[src/dcas_defs.vh]
// What this block does
// Sample choice line on each serial falling edge; the code samples it only on the third fall.
// Only third control bit from MSB counts.
// Choice bit picks next conversion's input.
// Control in and result out share frame.
// One result bit per falling edge, no delay.
// 12-bit: zeros, id, id copy, result MSB-first.
// 10-bit: zeros, id, copy, result, two zeros.
// Every result is one 16-bit frame.
// Result code is straight unsigned binary.
// Serial clock paces shifting and conversion.
// Chip select fall samples and starts conversion.
// Host gives 14 or 16 serial clocks.
// Select rise after edge 10 aborts, releases output.
// Host waits a quiet gap before next select.
// Output released while chip select is high.
// Select fall restarts the bit counter.
`ifndef DCAS_DEFS_VH
`define DCAS_DEFS_VH
`define DCAS_FRAME_BITS 16
`define DCAS_CHOICE_EDGE 5'h03
`define DCAS_HDR_BITS 4
`define DCAS_RES_DEFAULT 12
`endif

[src/dcas_serial_port.v]
`timescale 1ns/100ps
`include "dcas_defs.vh"
module dcas_serial_port #(
	parameter RES_BITS = `DCAS_RES_DEFAULT
) (
	// Clock and reset.
	input wire ref_clk_i,
	input wire reset_n_i,
	// Serial pins from the host, synchronous to ref_clk_i.
	input wire cs_n_i,
	input wire sclk_i,
	input wire input_choice_bit_i,
	// Serial result pin, two signals: data and output enable.
	output reg dout_o,
	output reg dout_oe_o,
	// Sample handoff to the analog front end.
	output reg sample_o,
	output reg sample_chan_o,
	// Converted code from the front end through a two-entry buffer.
	input wire code_valid_i,
	input wire [RES_BITS-1:0] code_i,
	output wire code_ready_o
);
	reg cs_d_reg;
	reg sclk_d_reg;
	reg [4:0] edge_cnt_reg;
	reg chan_next_reg;
	reg chan_cur_reg;
	reg active_reg;
	reg [RES_BITS-1:0] buf_data_reg [0:1];
	reg [1:0] buf_cnt_reg;
	reg buf_rd_reg;
	reg buf_wr_reg;
	reg [RES_BITS-1:0] res_reg;
	reg res_ok_reg;
	wire cs_fall;
	wire cs_rise;
	wire sclk_fall;
	wire [4:0] bit_idx;
	wire [4:0] res_pos;
	wire res_bit;
	wire buf_push;
	wire buf_pop;

	// Edge detection on the host pins, all already in this clock domain.
	assign cs_fall = cs_d_reg & ~cs_n_i;
	assign cs_rise = ~cs_d_reg & cs_n_i;
	assign sclk_fall = sclk_d_reg & ~sclk_i & ~cs_n_i;
	assign bit_idx = edge_cnt_reg;
	// Slot about to be shown, one past the current count, less the header.
	assign res_pos = bit_idx - 5'h03;

	// Buffer handshake; the front end stalls once both entries are held.
	assign code_ready_o = (buf_cnt_reg != 2'h2);
	assign buf_push = code_valid_i & code_ready_o;
	assign buf_pop = (buf_cnt_reg != 2'h0) & ~res_ok_reg & active_reg;

	// Result bit at the next frame slot; code sent as straight binary.
	assign res_bit = (res_pos < RES_BITS) ?
		res_reg[RES_BITS-1-res_pos] : 1'b0;

	// Serial framing and channel choice.
	always @(posedge ref_clk_i or negedge reset_n_i) begin
		if (!reset_n_i) begin
			cs_d_reg <= 1'b1;
			sclk_d_reg <= 1'b0;
			edge_cnt_reg <= 5'h00;
			chan_next_reg <= 1'b0;
			chan_cur_reg <= 1'b0;
			active_reg <= 1'b0;
			dout_o <= 1'b0;
			dout_oe_o <= 1'b0;
			sample_o <= 1'b0;
			sample_chan_o <= 1'b0;
		end else begin
			cs_d_reg <= cs_n_i;
			sclk_d_reg <= sclk_i;
			sample_o <= 1'b0;
			if (cs_fall) begin
				edge_cnt_reg <= 5'h00;
				chan_cur_reg <= chan_next_reg;
				sample_o <= 1'b1;
				sample_chan_o <= chan_next_reg;
				active_reg <= 1'b1;
				dout_oe_o <= 1'b1;
				dout_o <= 1'b0;
			end else if (cs_n_i) begin
				// Abort at any point; output released for sharing.
				active_reg <= 1'b0;
				dout_oe_o <= 1'b0;
				dout_o <= 1'b0;
			end else if (sclk_fall && active_reg) begin
				// Control sampled in the same edge that shifts result out.
				if (edge_cnt_reg == `DCAS_CHOICE_EDGE - 5'h01)
					chan_next_reg <= input_choice_bit_i;
				if (edge_cnt_reg == 5'd`DCAS_FRAME_BITS - 5'h01) begin
					active_reg <= 1'b0;
					dout_oe_o <= 1'b0;
					dout_o <= 1'b0;
				end else begin
					edge_cnt_reg <= edge_cnt_reg + 5'h01;
					case (edge_cnt_reg + 5'h01)
						5'h01: dout_o <= 1'b0;
						5'h02: dout_o <= chan_cur_reg;
						5'h03: dout_o <= chan_cur_reg;
						// Slots sent before a code is loaded in this frame go out as zeros.
						default: dout_o <= res_ok_reg & res_bit;
					endcase
				end
			end
		end
	end

	// Two-entry code buffer and the result being shifted.
	always @(posedge ref_clk_i or negedge reset_n_i) begin
		if (!reset_n_i) begin
			buf_data_reg[0] <= {RES_BITS{1'b0}};
			buf_data_reg[1] <= {RES_BITS{1'b0}};
			buf_cnt_reg <= 2'h0;
			buf_rd_reg <= 1'b0;
			buf_wr_reg <= 1'b0;
			res_reg <= {RES_BITS{1'b0}};
			res_ok_reg <= 1'b0;
		end else begin
			if (buf_push) begin
				buf_data_reg[buf_wr_reg] <= code_i;
				buf_wr_reg <= ~buf_wr_reg;
			end
			if (buf_pop) begin
				res_reg <= buf_data_reg[buf_rd_reg];
				buf_rd_reg <= ~buf_rd_reg;
			end
			if (cs_fall || !active_reg)
				res_ok_reg <= 1'b0;
			else if (buf_pop)
				res_ok_reg <= 1'b1;
			buf_cnt_reg <= buf_cnt_reg + {1'b0, buf_push} -
				{1'b0, buf_pop};
		end
	end
endmodule

[config.mk]
export PLATFORM = sky130hd
export DESIGN_NAME = dcas_serial_port
export DESIGN_NICKNAME = d
export VERILOG_FILES = /design/src/dcas_serial_port.v
export VERILOG_INCLUDE_DIRS = /design/src
export SDC_FILE = /design/constraint.sdc
export NUM_CORES = 1
export LEC_CHECK = 0
export ABC_AREA = 1
export BUFFER_PORTS_ARGS = -buffer_cell sky130_fd_sc_hd__buf_2
export CORE_UTILIZATION = 47
export DETAILED_ROUTE_END_ITERATION = 8
export PLACE_DENSITY = 0.65
export SETUP_SLACK_MARGIN = 0.3
export SYNTH_ARGS = -nofsm -noshare
export SYNTH_HDL_FRONTEND = slang
export SYNTH_SLANG_ARGS = --single-unit
export TNS_END_PERCENT = 50
[constraint.sdc]
create_clock -name ref_clk_i -period 1.7 [get_ports ref_clk_i]
set_input_delay 0.255 -clock ref_clk_i [delete_from_list [all_inputs] [get_ports ref_clk_i]]
set_output_delay 0.255 -clock ref_clk_i [all_outputs]
set_load 0.01 [all_outputs]
=== After elaboration in Yosys (flattened, before gate mapping) ===
Cells that the tools add are included.

* Bits in registers: 53
* Input bits: 18
* Output and inout port bits: 5
* Logic and storage cells: 86

* Add/subtract/negate cells: 5
* Order comparisons: 5
* Equality and inequality tests: 8
* Multiplexer cells: 25
* Bitwise operators: 15
* Reductions and logical operators: 13

{| class="wikitable"
|+ Operators with widths
! operator !! count
|-
| 12-bit two-way mux || 4
|-
| 32-bit by 5-bit < comparator with 1-bit output, second input constant || 1
|-
| 24-bit bitwise mux || 1
|-
| 5-bit two-way mux || 4
|-
| 5-bit by 2-bit == test with 1-bit output, second input constant || 3
|-
| 1-bit two-way mux || 13
|-
| 12-bit demux with 1-bit select || 1
|-
| 1-bit bitwise AND || 7
|-
| 1-bit inverter || 6
|-
| 2-bit nonzero test || 3
|-
| 3-bit nonzero test || 2
|-
| 4-bit by 5-bit subtractor with 6-bit output, first input constant || 1
|-
| 5-bit by 1-bit adder with 5-bit output, second input constant || 1
|-
| 5-bit by 1-bit == test with 1-bit output, second input constant || 1
|-
| 5-bit by 4-bit == test with 1-bit output, second input constant || 1
|-
| 5-bit by 4-bit < comparator with 1-bit output, second input constant || 1
|-
| 5-bit by 2-bit subtractor with 5-bit output, second input constant || 1
|-
| 1-bit binary-select mux with 4-bit select || 1
|-
| 2-bit greater-or-equal comparator, second input constant || 2
|-
| 2-bit != test, second input constant || 2
|-
| 1-bit inverter with 2-bit output || 2
|-
| 4-bit AND reduction || 1
|-
| 3-bit AND reduction || 1
|-
| 2-bit by 1-bit adder with 2-bit output || 1
|-
| 9 further kinds || 10
|}

=== Depth between registers and ports, before layout ===
Gate-level depths: netlist of run 1.

* Word-level depth: 11
* Depth in mapped cells: 13
* Mapped depth without buffers: 12

=== Least setup slack after synthesis of run 1 ===
Ideal clock, no wire load.

* Path type: flip-flop to flip-flop
* From: register edge_cnt_reg[1] (netlist: bit_idx[1])
* To: register dout_o
* Library setup time: 0.117 ns
* Arrival: 1.497 ns
* Required time: 1.583 ns
* Setup slack: 0.086 ns
* Cell stages (with the launch flop): 11
* Buffers on the path: 0
* Clock period less this slack: 1.614 ns
* Cell sequence: dfrtp_1 > ha_1 > nand2_1 > nor2_1 > ha_1 > nand2_1 > nor2_1 > o21ai_1 > nand2b_1 > nand3_1 > nand2_1

* Word-level cells in the longest chain between the ends: 11
* Elaborated cells on any way between the ends: 18
* Those cells by class: add/sub: 3; order compare: 1; eq/ne: 4; mux: 8; bitwise: 1; reduce/logical: 1

{| class="wikitable"
|+ Ends and longest elaborated chain
! element !! RTL line !! text
|-
| start: declaration || dcas_serial_port.v:26 || <nowiki>reg [4:0] edge_cnt_reg;</nowiki>
|-
| start signal: assignment || dcas_serial_port.v:101 || <nowiki>edge_cnt_reg <= edge_cnt_reg + 5'h01;</nowiki>
|-
| 5-bit by 2-bit subtractor with 5-bit output || dcas_serial_port.v:51 || <nowiki>assign res_pos = bit_idx - 5'h03;</nowiki>
|-
| 4-bit by 5-bit subtractor with 6-bit output || dcas_serial_port.v:60 || <nowiki>res_reg[RES_BITS-1-res_pos] : 1'b0;</nowiki>
|-
| 1-bit binary-select mux with 4-bit select || dcas_serial_port.v:60 ||
|-
| 1-bit two-way mux (implied by the code) || dcas_serial_port.v:60 ||
|-
| 1-bit two-way mux || dcas_serial_port.v:59 || <nowiki>assign res_bit = (res_pos < RES_BITS) ?</nowiki>
|-
| 1-bit bitwise AND || dcas_serial_port.v:107 || <nowiki>default: dout_o <= res_ok_reg & res_bit;</nowiki>
|-
| 1-bit case mux with 2 select lines || dcas_serial_port.v:102 || <nowiki>case (edge_cnt_reg + 5'h01)</nowiki>
|-
| 1-bit two-way mux * || dcas_serial_port.v:96 || <nowiki>if (edge_cnt_reg == 5'd`DCAS_FRAME_BITS - 5'h01) begin</nowiki>
|-
| 1-bit two-way mux * || dcas_serial_port.v:92 || <nowiki>end else if (sclk_fall && active_reg) begin</nowiki>
|-
| 1-bit two-way mux * || dcas_serial_port.v:87 || <nowiki>end else if (cs_n_i) begin</nowiki>
|-
| 1-bit two-way mux * || dcas_serial_port.v:79 || <nowiki>if (cs_fall) begin</nowiki>
|-
| end signal: assignment || dcas_serial_port.v:104 || <nowiki>5'h02: dout_o <= chan_cur_reg;</nowiki>
|-
| end signal: assignment || dcas_serial_port.v:105 || <nowiki>5'h03: dout_o <= chan_cur_reg;</nowiki>
|-
| end signal: assignment || dcas_serial_port.v:107 ||
|-
| end: declaration || dcas_serial_port.v:14 || <nowiki>output reg dout_o,</nowiki>
|}

Mark *: on every way between the ends. The rest lies on a longest branch, timed or not. The select of a mux whose other input is x is not followed.
A chain may end at the register's enable or synchronous reset.

=== Final worst setup path of run 1 ===
* From: register edge_cnt_reg[0] (netlist: bit_idx[0])
* To: register dout_o

Same word-level chain as after synthesis.

==> PnR_summary.wiki, run 1 <==
{| class="wikitable"
! Metric !! Value
|-
| Routed vias || around 2000
|-
| Die Width || about 76 um
|-
| Count of input and output buffers || 22
|-
| Syn Area/Cell || 8.88 um2
|-
| Hold EP || cs_d_reg
|-
| First drt pass iteration count || 4
|-
| # clock sinks || 53
|-
| Highest-count cells in the layout ignoring fill and taps || sky130_fd_sc_hd__nand2_1 (91), sky130_fd_sc_hd__dfrtp_1 (48), sky130_fd_sc_hd__o21ai_0 (32), sky130_fd_sc_hd__inv_1 (29), sky130_fd_sc_hd__buf_2 (22)
|-
| Initial drt markers || 99
|-
| Clk_lat worst skew || between 0.3 and 0.4 ns
|-
| Final antenna diode count || 0
|-
| Warnings from Yosys || 0
|-
| Remaining antenna violation count || 0
|-
| Clock buffers created by TritonCTS || 5
|-
| DR WL/cell || between 10 and 15 um
|-
| Die area || 0.00572 mm2
|-
| Largest voltage drop on the vdd net || ~0.00073 V
|-
| Endpoint arrival time on the critical path || 1.85 ns
|-
| Post-Syn Instances || 287
|-
| Worst Tran Pin Value || 0.512 ns
|-
| Global-route usage over all layers || 0.187
|-
| Number of top-level design ports || 23
|-
| Pin count of the biggest net entering global routing || 33
|-
| Total Negative Setup Slacks || 0 ns
|-
| Sequential area share after synthesis || 0.521
|-
| Power density over the cells || about 1500 mW/mm2
|-
| Register bit count reported by yosys || between 50 and 60
|-
| Min Clock Period, post-route || 1.64 ns
|-
| Largest fanout on the critical path || 4
|-
| Achievable frequency || 0.612 GHz
|-
| Synth cell types || 28
|-
| Critical Path Slowest Stage Cell || sky130_fd_sc_hd__dfrtp_2
|-
| Startpoint of the tightest hold check path || cs_n_i
|-
| CTS tree || built
|-
| Half-perimeter wire length after placement || 3.25 mm
|-
| Layout cell share with drive strength beyond 1 || 0.264
|-
| Min-Delay Path Depth || 1
|-
| Static Leakage || approximately 1.5 nW
|-
| Nets || 350
|-
| Final slew viol count || 0
|-
| Detail-routed via count per cell || approximately 4.9
|-
| Standard-cell rows || 26
|-
| Global-route track usage on met1 || 0.244
|-
| Worst hold path type || in2reg
|-
| Most heavily used metal layer in global routing || met2
|-
| Netlist area before placement || between 0.002 and 0.003 mm2
|-
| Clock Tree Root || sky130_fd_sc_hd__clkbuf_8
|-
| Worst path max stage delay || 0.46 ns
|-
| Worst reg-to-reg setup slack || about 0.065 ns
|-
| Unrepaired setup endpoints after global routing || yes
|-
| Count of non-filler cells in the finished layout || slightly below 400
|-
| Worst setup path category || reg2reg
|-
| Met3 usage || 0.0489
|-
| Max reg flops || 24
|-
| Worst setup skew after layout || roughly 0.0098 ns
|-
| Cell count after placement || 378
|-
| Number of antenna violations at the first check in global routing || 0
|-
| Effective utilization at floorplan || 0.493
|-
| Via count of the first global-routing pass || 1810
|-
| Proportion of netlist area held by the largest area contributor || 0.510
|-
| Final RePlAce weighted congestion || 0.870
|-
| Cell type with the largest total area after synthesis || sky130_fd_sc_hd__dfrtp_1
|-
| Count of final hold-check violations || 0
|-
| Most common cell after layout, fill and taps aside || sky130_fd_sc_hd__nand2_1
|-
| Fillcell total || 439
|-
| Startpoint Class || flip-flop
|-
| Met2 Resource Use GR || 0.295
|-
| Chain of cells forming the critical path || ha_4 -> nand2_2 -> nor2_1 -> ha_1 -> nand2_1 -> nor2_1 -> o21ai_1 -> nand2b_1 -> nand3_1 -> nand2_1
|-
| H-Tree Depth || 2
|-
| Number of design rule violations left after detail routing || 0
|-
| Core region area || 0.00517 mm2
|-
| Critical path endpoint category || flip-flop
|-
| Wire length after detailed routing || 4.90 mm
|-
| Cell types with the largest area share after synthesis || sky130_fd_sc_hd__dfrtp_1 (51%), sky130_fd_sc_hd__nand2_1 (14%), sky130_fd_sc_hd__o21ai_0 (6.5%), sky130_fd_sc_hd__mux2_4 (5.3%), sky130_fd_sc_hd__inv_1 (4.9%)
|-
| # Max-Cap Violations || 0
|-
| Total congestion overflow || 0
|-
| Final period utilization || 0.962
|-
| Clock-pin slew reported for the worst setup and hold paths after clock tree synthesis || about 0.090 ns
|-
| Worst slew slack as a fraction of its limit || 0.658
|-
| Destination of the worst register-to-register timing path || dout_o
|-
| Maximum clock path buffer count || 2
|-
| Count of cells along the worst register-to-register path || 10
|-
| Post-synth net total || 312
|-
| Height of the chip || 75.7 um
|-
| Required time of the critical path || ~1.9 ns
|-
| Result of the run || finished clean
|-
| Area grow syn2layout || 21.3%
|-
| Setup Viol. Count Final || 0
|-
| R2R Path Start || bit_idx[0]
|-
| First-pass GRT wire length || 7.91 mm
|}
cell usage after synthesis:
cell type and count:
sky130_fd_sc_hd__nor3_4 1, sky130_fd_sc_hd__ha_1 7, sky130_fd_sc_hd__xnor2_1 2, sky130_fd_sc_hd__inv_2 2, sky130_fd_sc_hd__nand4_1 2, sky130_fd_sc_hd__nand2_4 1, sky130_fd_sc_hd__nor2_1 11, sky130_fd_sc_hd__buf_6 2
sky130_fd_sc_hd__mux2_4 9, sky130_fd_sc_hd__xor2_1 1, sky130_fd_sc_hd__o22ai_1 3, sky130_fd_sc_hd__nand3_1 14, sky130_fd_sc_hd__nand2_1 93, sky130_fd_sc_hd__mux2_2 3, sky130_fd_sc_hd__a21oi_1 2, sky130_fd_sc_hd__buf_2 2
sky130_fd_sc_hd__nand2_2 2, sky130_fd_sc_hd__inv_1 33, sky130_fd_sc_hd__o21ai_0 33, sky130_fd_sc_hd__nor3_1 2, sky130_fd_sc_hd__clkbuf_1 3, sky130_fd_sc_hd__dfstp_2 1, sky130_fd_sc_hd__o21ai_1 1, sky130_fd_sc_hd__nor2_4 2
sky130_fd_sc_hd__buf_4 1, sky130_fd_sc_hd__nand2b_1 1, sky130_fd_sc_hd__or2_2 1, sky130_fd_sc_hd__dfrtp_1 52
worst max-delay path: cells and delay by family, from the launching register on:
family,cells,cell delay [ns]
compound gates,1,0.09
fa+ha+maj,2,0.46
flops,1,0.46
simple gates,7,0.52
through the flow:
stage          setup WS, ns  power, mW  cell area (um2)  utilization  hold WS, ns
5_1_grt             -0.0739       4.88             3090        0.598       0.0459
4_1_cts              0.0419       4.26             2960        0.572       0.0444
2_1_floorplan         0.130       3.12             2580            -      -0.0406
6_report             0.0648       4.51             3090        0.598       0.0571
3_5_place_dp         0.0213       3.47             2810        0.543        0.260
3_3_place_gp         0.0723       3.41             2810        0.543        0.257
area by class of cell:
class | instances | area [um2] | area share
clock buffer | 7 | 96.3 | 0.0311
sequential | 53 | 1330 | 0.431
inverter | 35 | 139 | 0.0449
timing repair buffer | 37 | 275 | 0.0890
clock inverter | 1 | 5.00 | 0.00162
multi-input combinational | 193 | 1160 | 0.374
tap | 70 | 87.6 | 0.0283
power by group:
part,internal [mW],switching [mW],leakage (nW)
Clock,0.368,0.396,0.0542
Combinational,0.856,0.847,0.823
Sequential,1.74,0.297,0.647
Total,2.97,1.54,1.52
routing by layer:
metal  wire length [um]  part of all wire  up-vias
met4                 83             0.017        0
met2               2330              0.47       30
met3                158             0.032        7
li1                   -                 -      990
met5                  0                 0        -
met1               2340              0.48      925
worst max-delay path by stage:
stage	from	to	slack, ns
floorplan	bit_idx[1]	dout_o	0.13
global placement	bit_idx[1]	dout_o	0.07
detailed placement	bit_idx[0]	dout_o	0.02
CTS	bit_idx[0]	dout_o	0.04
global route	bit_idx[0]	dout_o	-0.07
finish	bit_idx[0]	dout_o	0.06
timing repair:
action,in CTS,in global routing
hold endpoints to repair,20,0
gates cloned,0,3
gates resized for setup,4,20
hold buffers,1,0
buffers inserted,3,3
setup endpoints to repair,11,36
pin swaps,4,12
cells by family after synthesis:
kind of cell | share of synthesized area
compound gates | 0.0780
xor+xnor | 0.0103
fa+ha+maj | 0.0343
buf+inv | 0.0716
flops | 0.521
mux | 0.0662
simple gates | 0.219
No activity file was read; power rests on OpenSTA's default activity.
==> run 2: changes to the inputs <==
==> constraint.sdc (replaced) <==
create_clock -name ref_clk_i -period 1.7 [get_ports ref_clk_i]
set_input_delay 0.425 -clock ref_clk_i [delete_from_list [all_inputs] [get_ports ref_clk_i]]
set_output_delay 0.425 -clock ref_clk_i [all_outputs]
set_load 0.01 [all_outputs]
==> run 2 against run 1 <==
  * Wire length fell by 1.3%
  * Non-clock buffer count fell by 2
  * Sequential power barely moved
  * Total power fell by 3.4%
  * Via count fell by 3.1%
  * Fmax rose by 2.7%
  * Largest power group unchanged
==> PnR_summary.wiki, run 2 (synthesized netlist as in run 1, its figures left out) <==
{| class="wikitable"
! Metric !! Value
|-
| Result of the run || finished clean
|-
| Count of input and output buffers || 22 (unchanged)
|-
| Core region area || 0.00517 mm2 (unchanged)
|-
| Number of hold buffers added after CTS || 0 (-1)
|-
| # Max-Cap Violations || 0 (unchanged)
|-
| Chain of cells forming the critical path || ha_4 -> nand2_2 -> nor2_1 -> ha_1 -> nand2_1 -> nor2_2 -> o21ai_2 -> nand2b_4 -> nand3_2 -> nand2_1
|-
| Clock Tree Root || sky130_fd_sc_hd__clkbuf_8
|-
| Clk_lat worst skew || 0.30 ns (about the same)
|-
| Worst setup skew after layout || 0.00578 ns (-0.00405 ns)
|-
| Total congestion overflow || 0 (unchanged)
|-
| Setup Viol. Count Final || 0 (unchanged)
|-
| Total Negative Setup Slacks || 0 ns (unchanged)
|-
| Largest fanout on the critical path || 4 (unchanged)
|-
| Clock buffers created by TritonCTS || 5 (unchanged)
|-
| Worst hold path type || in2async
|-
| Highest-count cells in the layout ignoring fill and taps || sky130_fd_sc_hd__nand2_1 (91), sky130_fd_sc_hd__dfrtp_1 (47), sky130_fd_sc_hd__o21ai_0 (32), sky130_fd_sc_hd__inv_1 (28), sky130_fd_sc_hd__buf_2 (21)
|-
| Final RePlAce weighted congestion || 0.867 (-0.33%)
|-
| Half-perimeter wire length after placement || 3.23 mm (-0.72%)
|-
| First-pass GRT wire length || 7.91 mm (unchanged)
|-
| Via count of the first global-routing pass || 1803 (-0.39%)
|-
| Total internal power || 2.86 mW (-3.4%)
|-
| Initial drt markers || 104 (+5.1%)
|-
| Effective utilization at floorplan || 0.493 (unchanged)
|-
| Achievable frequency || 0.628 GHz (+2.7%)
|-
| Height of the chip || 75.7 um (unchanged)
|-
| Detail-routed via count per cell || 4.82 (-2.1%)
|-
| First drt pass iteration count || 4 (unchanged)
|-
| Maximum clock path buffer count || 2 (unchanged)
|-
| Layout cell share with drive strength beyond 1 || 0.267 (+0.00328)
|-
| Global-route usage over all layers || 0.185 (-0.00179)
|-
| Final core occ || 0.590 (-0.00847)
|-
| Largest voltage drop on the vdd net || 0.000944 V (+30%)
|-
| Sequential Power Share || 0.468 (+0.016)
|-
| Startpoint Class || flip-flop
|-
| Area grow syn2layout || 19.6%
|-
| Final slew viol count || 0 (unchanged)
|-
| Endpoint arrival time on the critical path || 1.80 ns (-0.05 ns)
|-
| Worst Tran Pin Value || 0.300 ns (-0.212 ns)
|-
| Max reg flops || 24 (unchanged)
|-
| Power density over the cells || 1430 mW/mm2 (-2.0%)
|-
| DR WL/cell || 12.3 um (-0.28%)
|-
| CTS tree || built
|-
| Most common cell after layout, fill and taps aside || sky130_fd_sc_hd__nand2_1
|-
| Number of antenna violations at the first check in global routing || 0 (unchanged)
|-
| Clock share of power || 0.163 (-0.007)
|-
| Number of top-level design ports || 23 (unchanged)
|-
| Switching pwr || 1.49 mW (-3.4%)
|-
| Cell count after placement || 378 (unchanged)
|-
| Static Leakage || 1.50 nW (-1.8%)
|-
| Pre-CTS setup slack || 0.0354 ns (+0.0140 ns)
|-
| Routed vias || 1891 (-3.1%)
|-
| Sw Share || 0.342 (about the same)
|-
| Pin count of the biggest net entering global routing || 54 (+64%)
|-
| Die Width || 75.7 um (unchanged)
|-
| Worst Setup Slack, final || 0.107 ns (+0.0426 ns)
|-
| Critical path endpoint category || flip-flop
|-
| Min Clock Period, post-route || 1.59 ns (-0.0426 ns)
|-
| Count of final hold-check violations || 0 (unchanged)
|-
| Die area || 0.00572 mm2 (unchanged)
|-
| Worst setup path category || reg2reg
|-
| Wire length after detailed routing || 4.84 mm (-1.3%)
|-
| Final period utilization || 0.937 (-0.0250)
|-
| Critical Path Most Common Cell || sky130_fd_sc_hd__nand2_1
|-
| # clock sinks || 53 (unchanged)
|-
| Unrepaired setup endpoints after global routing || yes
|-
| Required time of the critical path || 1.90 ns (about the same)
|-
| Remaining antenna violation count || 0 (unchanged)
|-
| H-Tree Depth || 2 (unchanged)
|-
| Count of non-filler cells in the finished layout || 392 (-1.0%)
|-
| Standard-cell rows || 26 (unchanged)
|-
| Nets || 347 (-0.86%)
|-
| Worst slew slack as a fraction of its limit || 0.800 (+0.141)
|-
| Worst path max stage delay || 0.45 ns (about the same)
|-
| Clock-pin slew reported for the worst setup and hold paths after clock tree synthesis || 0.09 ns (about the same)
|-
| Critical Path Slowest Stage Cell || sky130_fd_sc_hd__dfrtp_2
|-
| Share of total power in combinational logic || 0.369 (-0.009)
|-
| Number of design rule violations left after detail routing || 0 (unchanged)
|-
| Final antenna diode count || 0 (unchanged)
|}
[run 2: changes by cell type in the layout (fill, tap and decap cells not counted), sizes merged]
cell / change
clkinv: -1
dlygate4sd3: -1
buf: -1
nor2: -1
[run 2: cell type report]
type | count | area, um2
Clock buffer | 7 | 86.3
Fill cell | 474 | 2120
Inverter | 35 | 134
Multi-Input combinational cell | 192 | 1150
Sequential cell | 53 | 1330
Tap cell | 70 | 87.6
Timing Repair Buffer | 35 | 256
[run 2: final timing paths]
| path | start | endpoint | slack [ns] | cells after the start |
|---|---|---|---|---|
| min | reset_n_i | buf_data_reg[21] | 0.10 | 2 |
| min reg2reg | res_reg[8] | res_reg[8] | 0.48 | 2 |
| max | bit_idx[1] | dout_o | 0.11 | 10 |
| max in group asynchronous | reset_n_i | cs_d_reg | 1.31 | 2 |
| min in group ref_clk_i | cs_n_i | cs_d_reg | 0.24 | 1 |
| max reg2reg | bit_idx[1] | dout_o | 0.11 | 10 |
[run 2: stage by stage]
step	hold slack (ns)	total power [mW]	cell area [um2]
final	0.104	4.35	3050
after global routing	0.109	4.72	3050
after CTS	0.107	4.20	2930
after detailed placement	0.440	3.48	2810
after global placement	0.441	3.41	2810
after floorplan	0.129	3.12	2580
[run 2: power groups by stage]
stage	Combinational (mW)	Sequential [mW]	Clock (mW)
finish	1.61	2.03	0.709
global route	1.84	2.10	0.775
CTS	1.46	2.01	0.732
global placement	1.40	2.02	0
floorplan	1.19	1.94	0
detailed placement	1.44	2.03	0
[run 2: critical path: cells and delay by family, from the launching register on]
family / cells / cell delay [ns]
flip-flops: 1 / 0.45
adder cells (fa/ha/maj): 2 / 0.47
AND/OR/NAND/NOR: 7 / 0.50
AO/OA/AOI/OAI: 1 / 0.07
[run 2: repair_timing]
item,4_1_cts,5_1_grt
resized for setup,6,17
cloned,0,2
pin swaps,4,6
endpoints found under the setup margin,10,34
buffers inserted,3,2
[run 2: per-layer routing]
layer,GRT usage,share of wire
met1,0.240,0.47
met2,0.305,0.49
met3,0.0516,0.029
met4,0.0535,0.0097
met5,0,0
==> run 3: changes to the inputs <==
--- a/config.mk
+++ b/config.mk
@@ -10,4 +10,5 @@
 export BUFFER_PORTS_ARGS = -buffer_cell sky130_fd_sc_hd__buf_2
 export CORE_UTILIZATION = 47
+export CTS_BUF_LIST = sky130_fd_sc_hd__clkbuf_8
 export DETAILED_ROUTE_END_ITERATION = 8
 export PLACE_DENSITY = 0.65
==> constraint.sdc (replaced) <==
create_clock -name ref_clk_i -period 1.7 [get_ports ref_clk_i]
set_input_delay 0.085 -clock ref_clk_i [delete_from_list [all_inputs] [get_ports ref_clk_i]]
set_output_delay 0.085 -clock ref_clk_i [all_outputs]
set_load 0.01 [all_outputs]
==> run 3 against run 2 <==
  * Die area unchanged
  * Sequential power about the same
  * Cell count grew 4.1%
  * Register-to-register slack lost 0.05 ns
  * Wire length rose by 3.8%
  * Global-route usage grew 0.58 points
  * Fmax is 3.2% lower
  * Hold slack worse by 0.094 ns
  * First-iteration DRC count is 9.6% lower
  * Count of clock-buffer cells in the layout is the same
==> PnR_summary.wiki, run 3 (synthesized netlist as in run 1, its figures left out) <==
{| class="wikitable"
! Metric !! Value
|-
| Chain of cells forming the critical path || ha_4 -> nand2_2 -> nor2_1 -> ha_1 -> nand2_1 -> nor2_1 -> o21ai_1 -> nand2b_1 -> nand3_1 -> nand2_1
|-
| Critical path endpoint category || flip-flop
|-
| Count of input and output buffers || 22 (unchanged)
|-
| Remaining antenna violation count || 0 (unchanged)
|-
| Achievable frequency || 0.608 GHz (-3.2%)
|-
| Final core occ || 0.622 (+0.0327)
|-
| Largest fanout on the critical path || 4 (unchanged)
|-
| Nets || 362 (+4.3%)
|-
| Highest-count cells in the layout ignoring fill and taps || sky130_fd_sc_hd__nand2_1 (91), sky130_fd_sc_hd__dfrtp_1 (48), sky130_fd_sc_hd__o21ai_0 (32), sky130_fd_sc_hd__inv_1 (29), sky130_fd_sc_hd__buf_2 (22)
|-
| Endpoint arrival time on the critical path || 1.86 ns (+0.06 ns)
|-
| Number of antenna violations at the first check in global routing || 0 (unchanged)
|-
| Final period utilization || 0.968 (+0.0307)
|-
| Required time of the critical path || 1.91 ns (about the same)
|-
| Pre-CTS setup slack || 0.0213 ns (-0.0140 ns)
|-
| Final RePlAce weighted congestion || 0.870 (+0.33%)
|-
| Half-perimeter wire length after placement || 3.25 mm (+0.72%)
|-
| Worst Tran Pin Value || 0.516 ns (+0.216 ns)
|-
| Clock buffers created by TritonCTS || 5 (unchanged)
|-
| Clock-pin slew reported for the worst setup and hold paths after clock tree synthesis || 0.09 ns (about the same)
|-
| Most common cell after layout, fill and taps aside || sky130_fd_sc_hd__nand2_1
|-
| Static Leakage || 1.58 nW (+5.3%)
|-
| Max reg flops || 24 (unchanged)
|-
| Number of top-level design ports || 23 (unchanged)
|-
| Final slew viol count || 0 (unchanged)
|-
| Global-route usage over all layers || 0.191 (+0.00578)
|-
| Startpoint Class || flip-flop
|-
| First drt pass iteration count || 4 (unchanged)
|-
| Via count of the first global-routing pass || 1871 (+3.8%)
|-
| Count of non-filler cells in the finished layout || 408 (+4.1%)
|-
| Power density over the cells || 1410 mW/mm2 (-0.91%)
|-
| Layout cell share with drive strength beyond 1 || 0.257 (-0.00968)
|-
| # clock sinks || 53 (unchanged)
|-
| Number of design rule violations left after detail routing || 0 (unchanged)
|-
| Count of final hold-check violations || 0 (unchanged)
|-
| Clock Tree Root || sky130_fd_sc_hd__clkbuf_8
|-
| Pin count of the biggest net entering global routing || 33 (-39%)
|-
| Worst slew slack as a fraction of its limit || 0.656 (-0.144)
|-
| Critical Path Slowest Stage Cell || sky130_fd_sc_hd__dfrtp_2
|-
| Area grow syn2layout || 26.3%
|-
| Height of the chip || 75.7 um (unchanged)
|-
| Core region area || 0.00517 mm2 (unchanged)
|-
| # Max-Cap Violations || 0 (unchanged)
|-
| Worst hold slack || 0.0105 ns (-0.0936 ns)
|-
| Total congestion overflow || 0 (unchanged)
|-
| Unrepaired setup endpoints after global routing || yes
|-
| Routed vias || 1995 (+5.5%)
|-
| First-pass GRT wire length || 8.07 mm (+2.1%)
|-
| Largest voltage drop on the vdd net || 0.000736 V (-22%)
|-
| Total Negative Setup Slacks || 0 ns (unchanged)
|-
| Effective utilization at floorplan || 0.493 (unchanged)
|-
| Standard-cell rows || 26 (unchanged)
|-
| Fillcell total || 419 (-12%)
|-
| Detail-routed via count per cell || 4.89 (+1.4%)
|-
| CTS tree || built
|-
| Wire length after detailed routing || 5.03 mm (+3.8%)
|-
| DR WL/cell || 12.3 um (-0.25%)
|-
| Die Width || 75.7 um (unchanged)
|-
| Worst path max stage delay || 0.47 ns (+0.02 ns)
|-
| Worst setup path category || reg2reg
|-
| Result of the run || finished clean
|-
| Min Clock Period, post-route || 1.64 ns (+0.0523 ns)
|-
| Die area || 0.00572 mm2 (unchanged)
|-
| H-Tree Depth || 2 (unchanged)
|-
| Setup Viol. Count Final || 0 (unchanged)
|-
| Initial drt markers || 94 (-9.6%)
|-
| Clk_lat worst skew || 0.31 ns (about the same)
|-
| Worst Setup Slack, final || 0.0551 ns (-0.0523 ns)
|-
| Worst setup skew after layout || 0.00825 ns (+0.00247 ns)
|-
| Maximum clock path buffer count || 2 (unchanged)
|-
| Final antenna diode count || 0 (unchanged)
|-
| Cell count after placement || 378 (unchanged)
|-
| Worst hold path type || in2reg
|}
[run 3: changes by cell type in the layout (fill, tap and decap cells not counted), sizes merged]
cell / change
nor2: +1
buf: +2
dlygate4sd3: +12
clkinv: +1
[run 3: what timing repair did]
item | in CTS | in global routing
pin swaps | 4 | 12
endpoints found under the setup margin | 11 | 35
endpoints found under the hold margin | 32 | 0
gates resized for setup | 4 | 21
hold buffers | 12 | 0
setup buffers | 3 | 4
cloned | 0 | 3
[run 3: final cells by class]
type / instances / area, um2 / area share
clock buffers: 7 / 96.3 / 0.0299
multi-input cells: 193 / 1170 / 0.362
well taps: 70 / 87.6 / 0.0272
repair buffers: 49 / 393 / 0.122
flip-flops and latches: 53 / 1330 / 0.414
inverters: 35 / 139 / 0.0431
clock inverters: 1 / 5.00 / 0.00155
[run 3: per-layer routing]
metal | GRT usage | up-vias | share of wire
met5 | 0 | - | 0
met3 | 0.0489 | 9 | 0.028
li1 | - | 1012 | -
met1 | 0.245 | 950 | 0.48
met2 | 0.308 | 24 | 0.48
met4 | 0.0823 | 0 | 0.017
[run 3: path summary, 6_finish.rpt]
check	start	endpoint	slack [ns]	cells past startpoint
max in group asynchronous	reset_n_i	bit_idx[0]	0.87	3
setup / recovery	bit_idx[0]	dout_o	0.06	10
setup reg to reg	bit_idx[0]	dout_o	0.06	10
hold / removal	code_i[4]	buf_data_reg[16]	0.01	3
hold reg to reg	res_reg[3]	res_reg[3]	0.48	2
min in group asynchronous	reset_n_i	buf_data_reg[15]	0.28	2
[run 3: critical path, delay by kind of cell (launching register included)]
family | cells | cell delay [ns]
simple gates | 7 | 0.54
flops | 1 | 0.47
fa+ha+maj | 2 | 0.46
compound gates | 1 | 0.09
[run 3: per-stage QoR]
stage / power (mW) / cell area (um2)
global route: 4.93 / 3220
finish: 4.55 / 3220
floorplan: 3.12 / 2580
detailed placement: 3.47 / 2810
global placement: 3.41 / 2810
CTS: 4.27 / 3070
[run 3: power by group]
| group | leakage (nW) | switching, mW | internal (mW) | total, mW |
|---|---|---|---|---|
| logic | 0.875 | 0.856 | 0.887 | 1.74 |
| registers | 0.647 | 0.299 | 1.74 | 2.04 |
| clock network | 0.0542 | 0.400 | 0.369 | 0.769 |
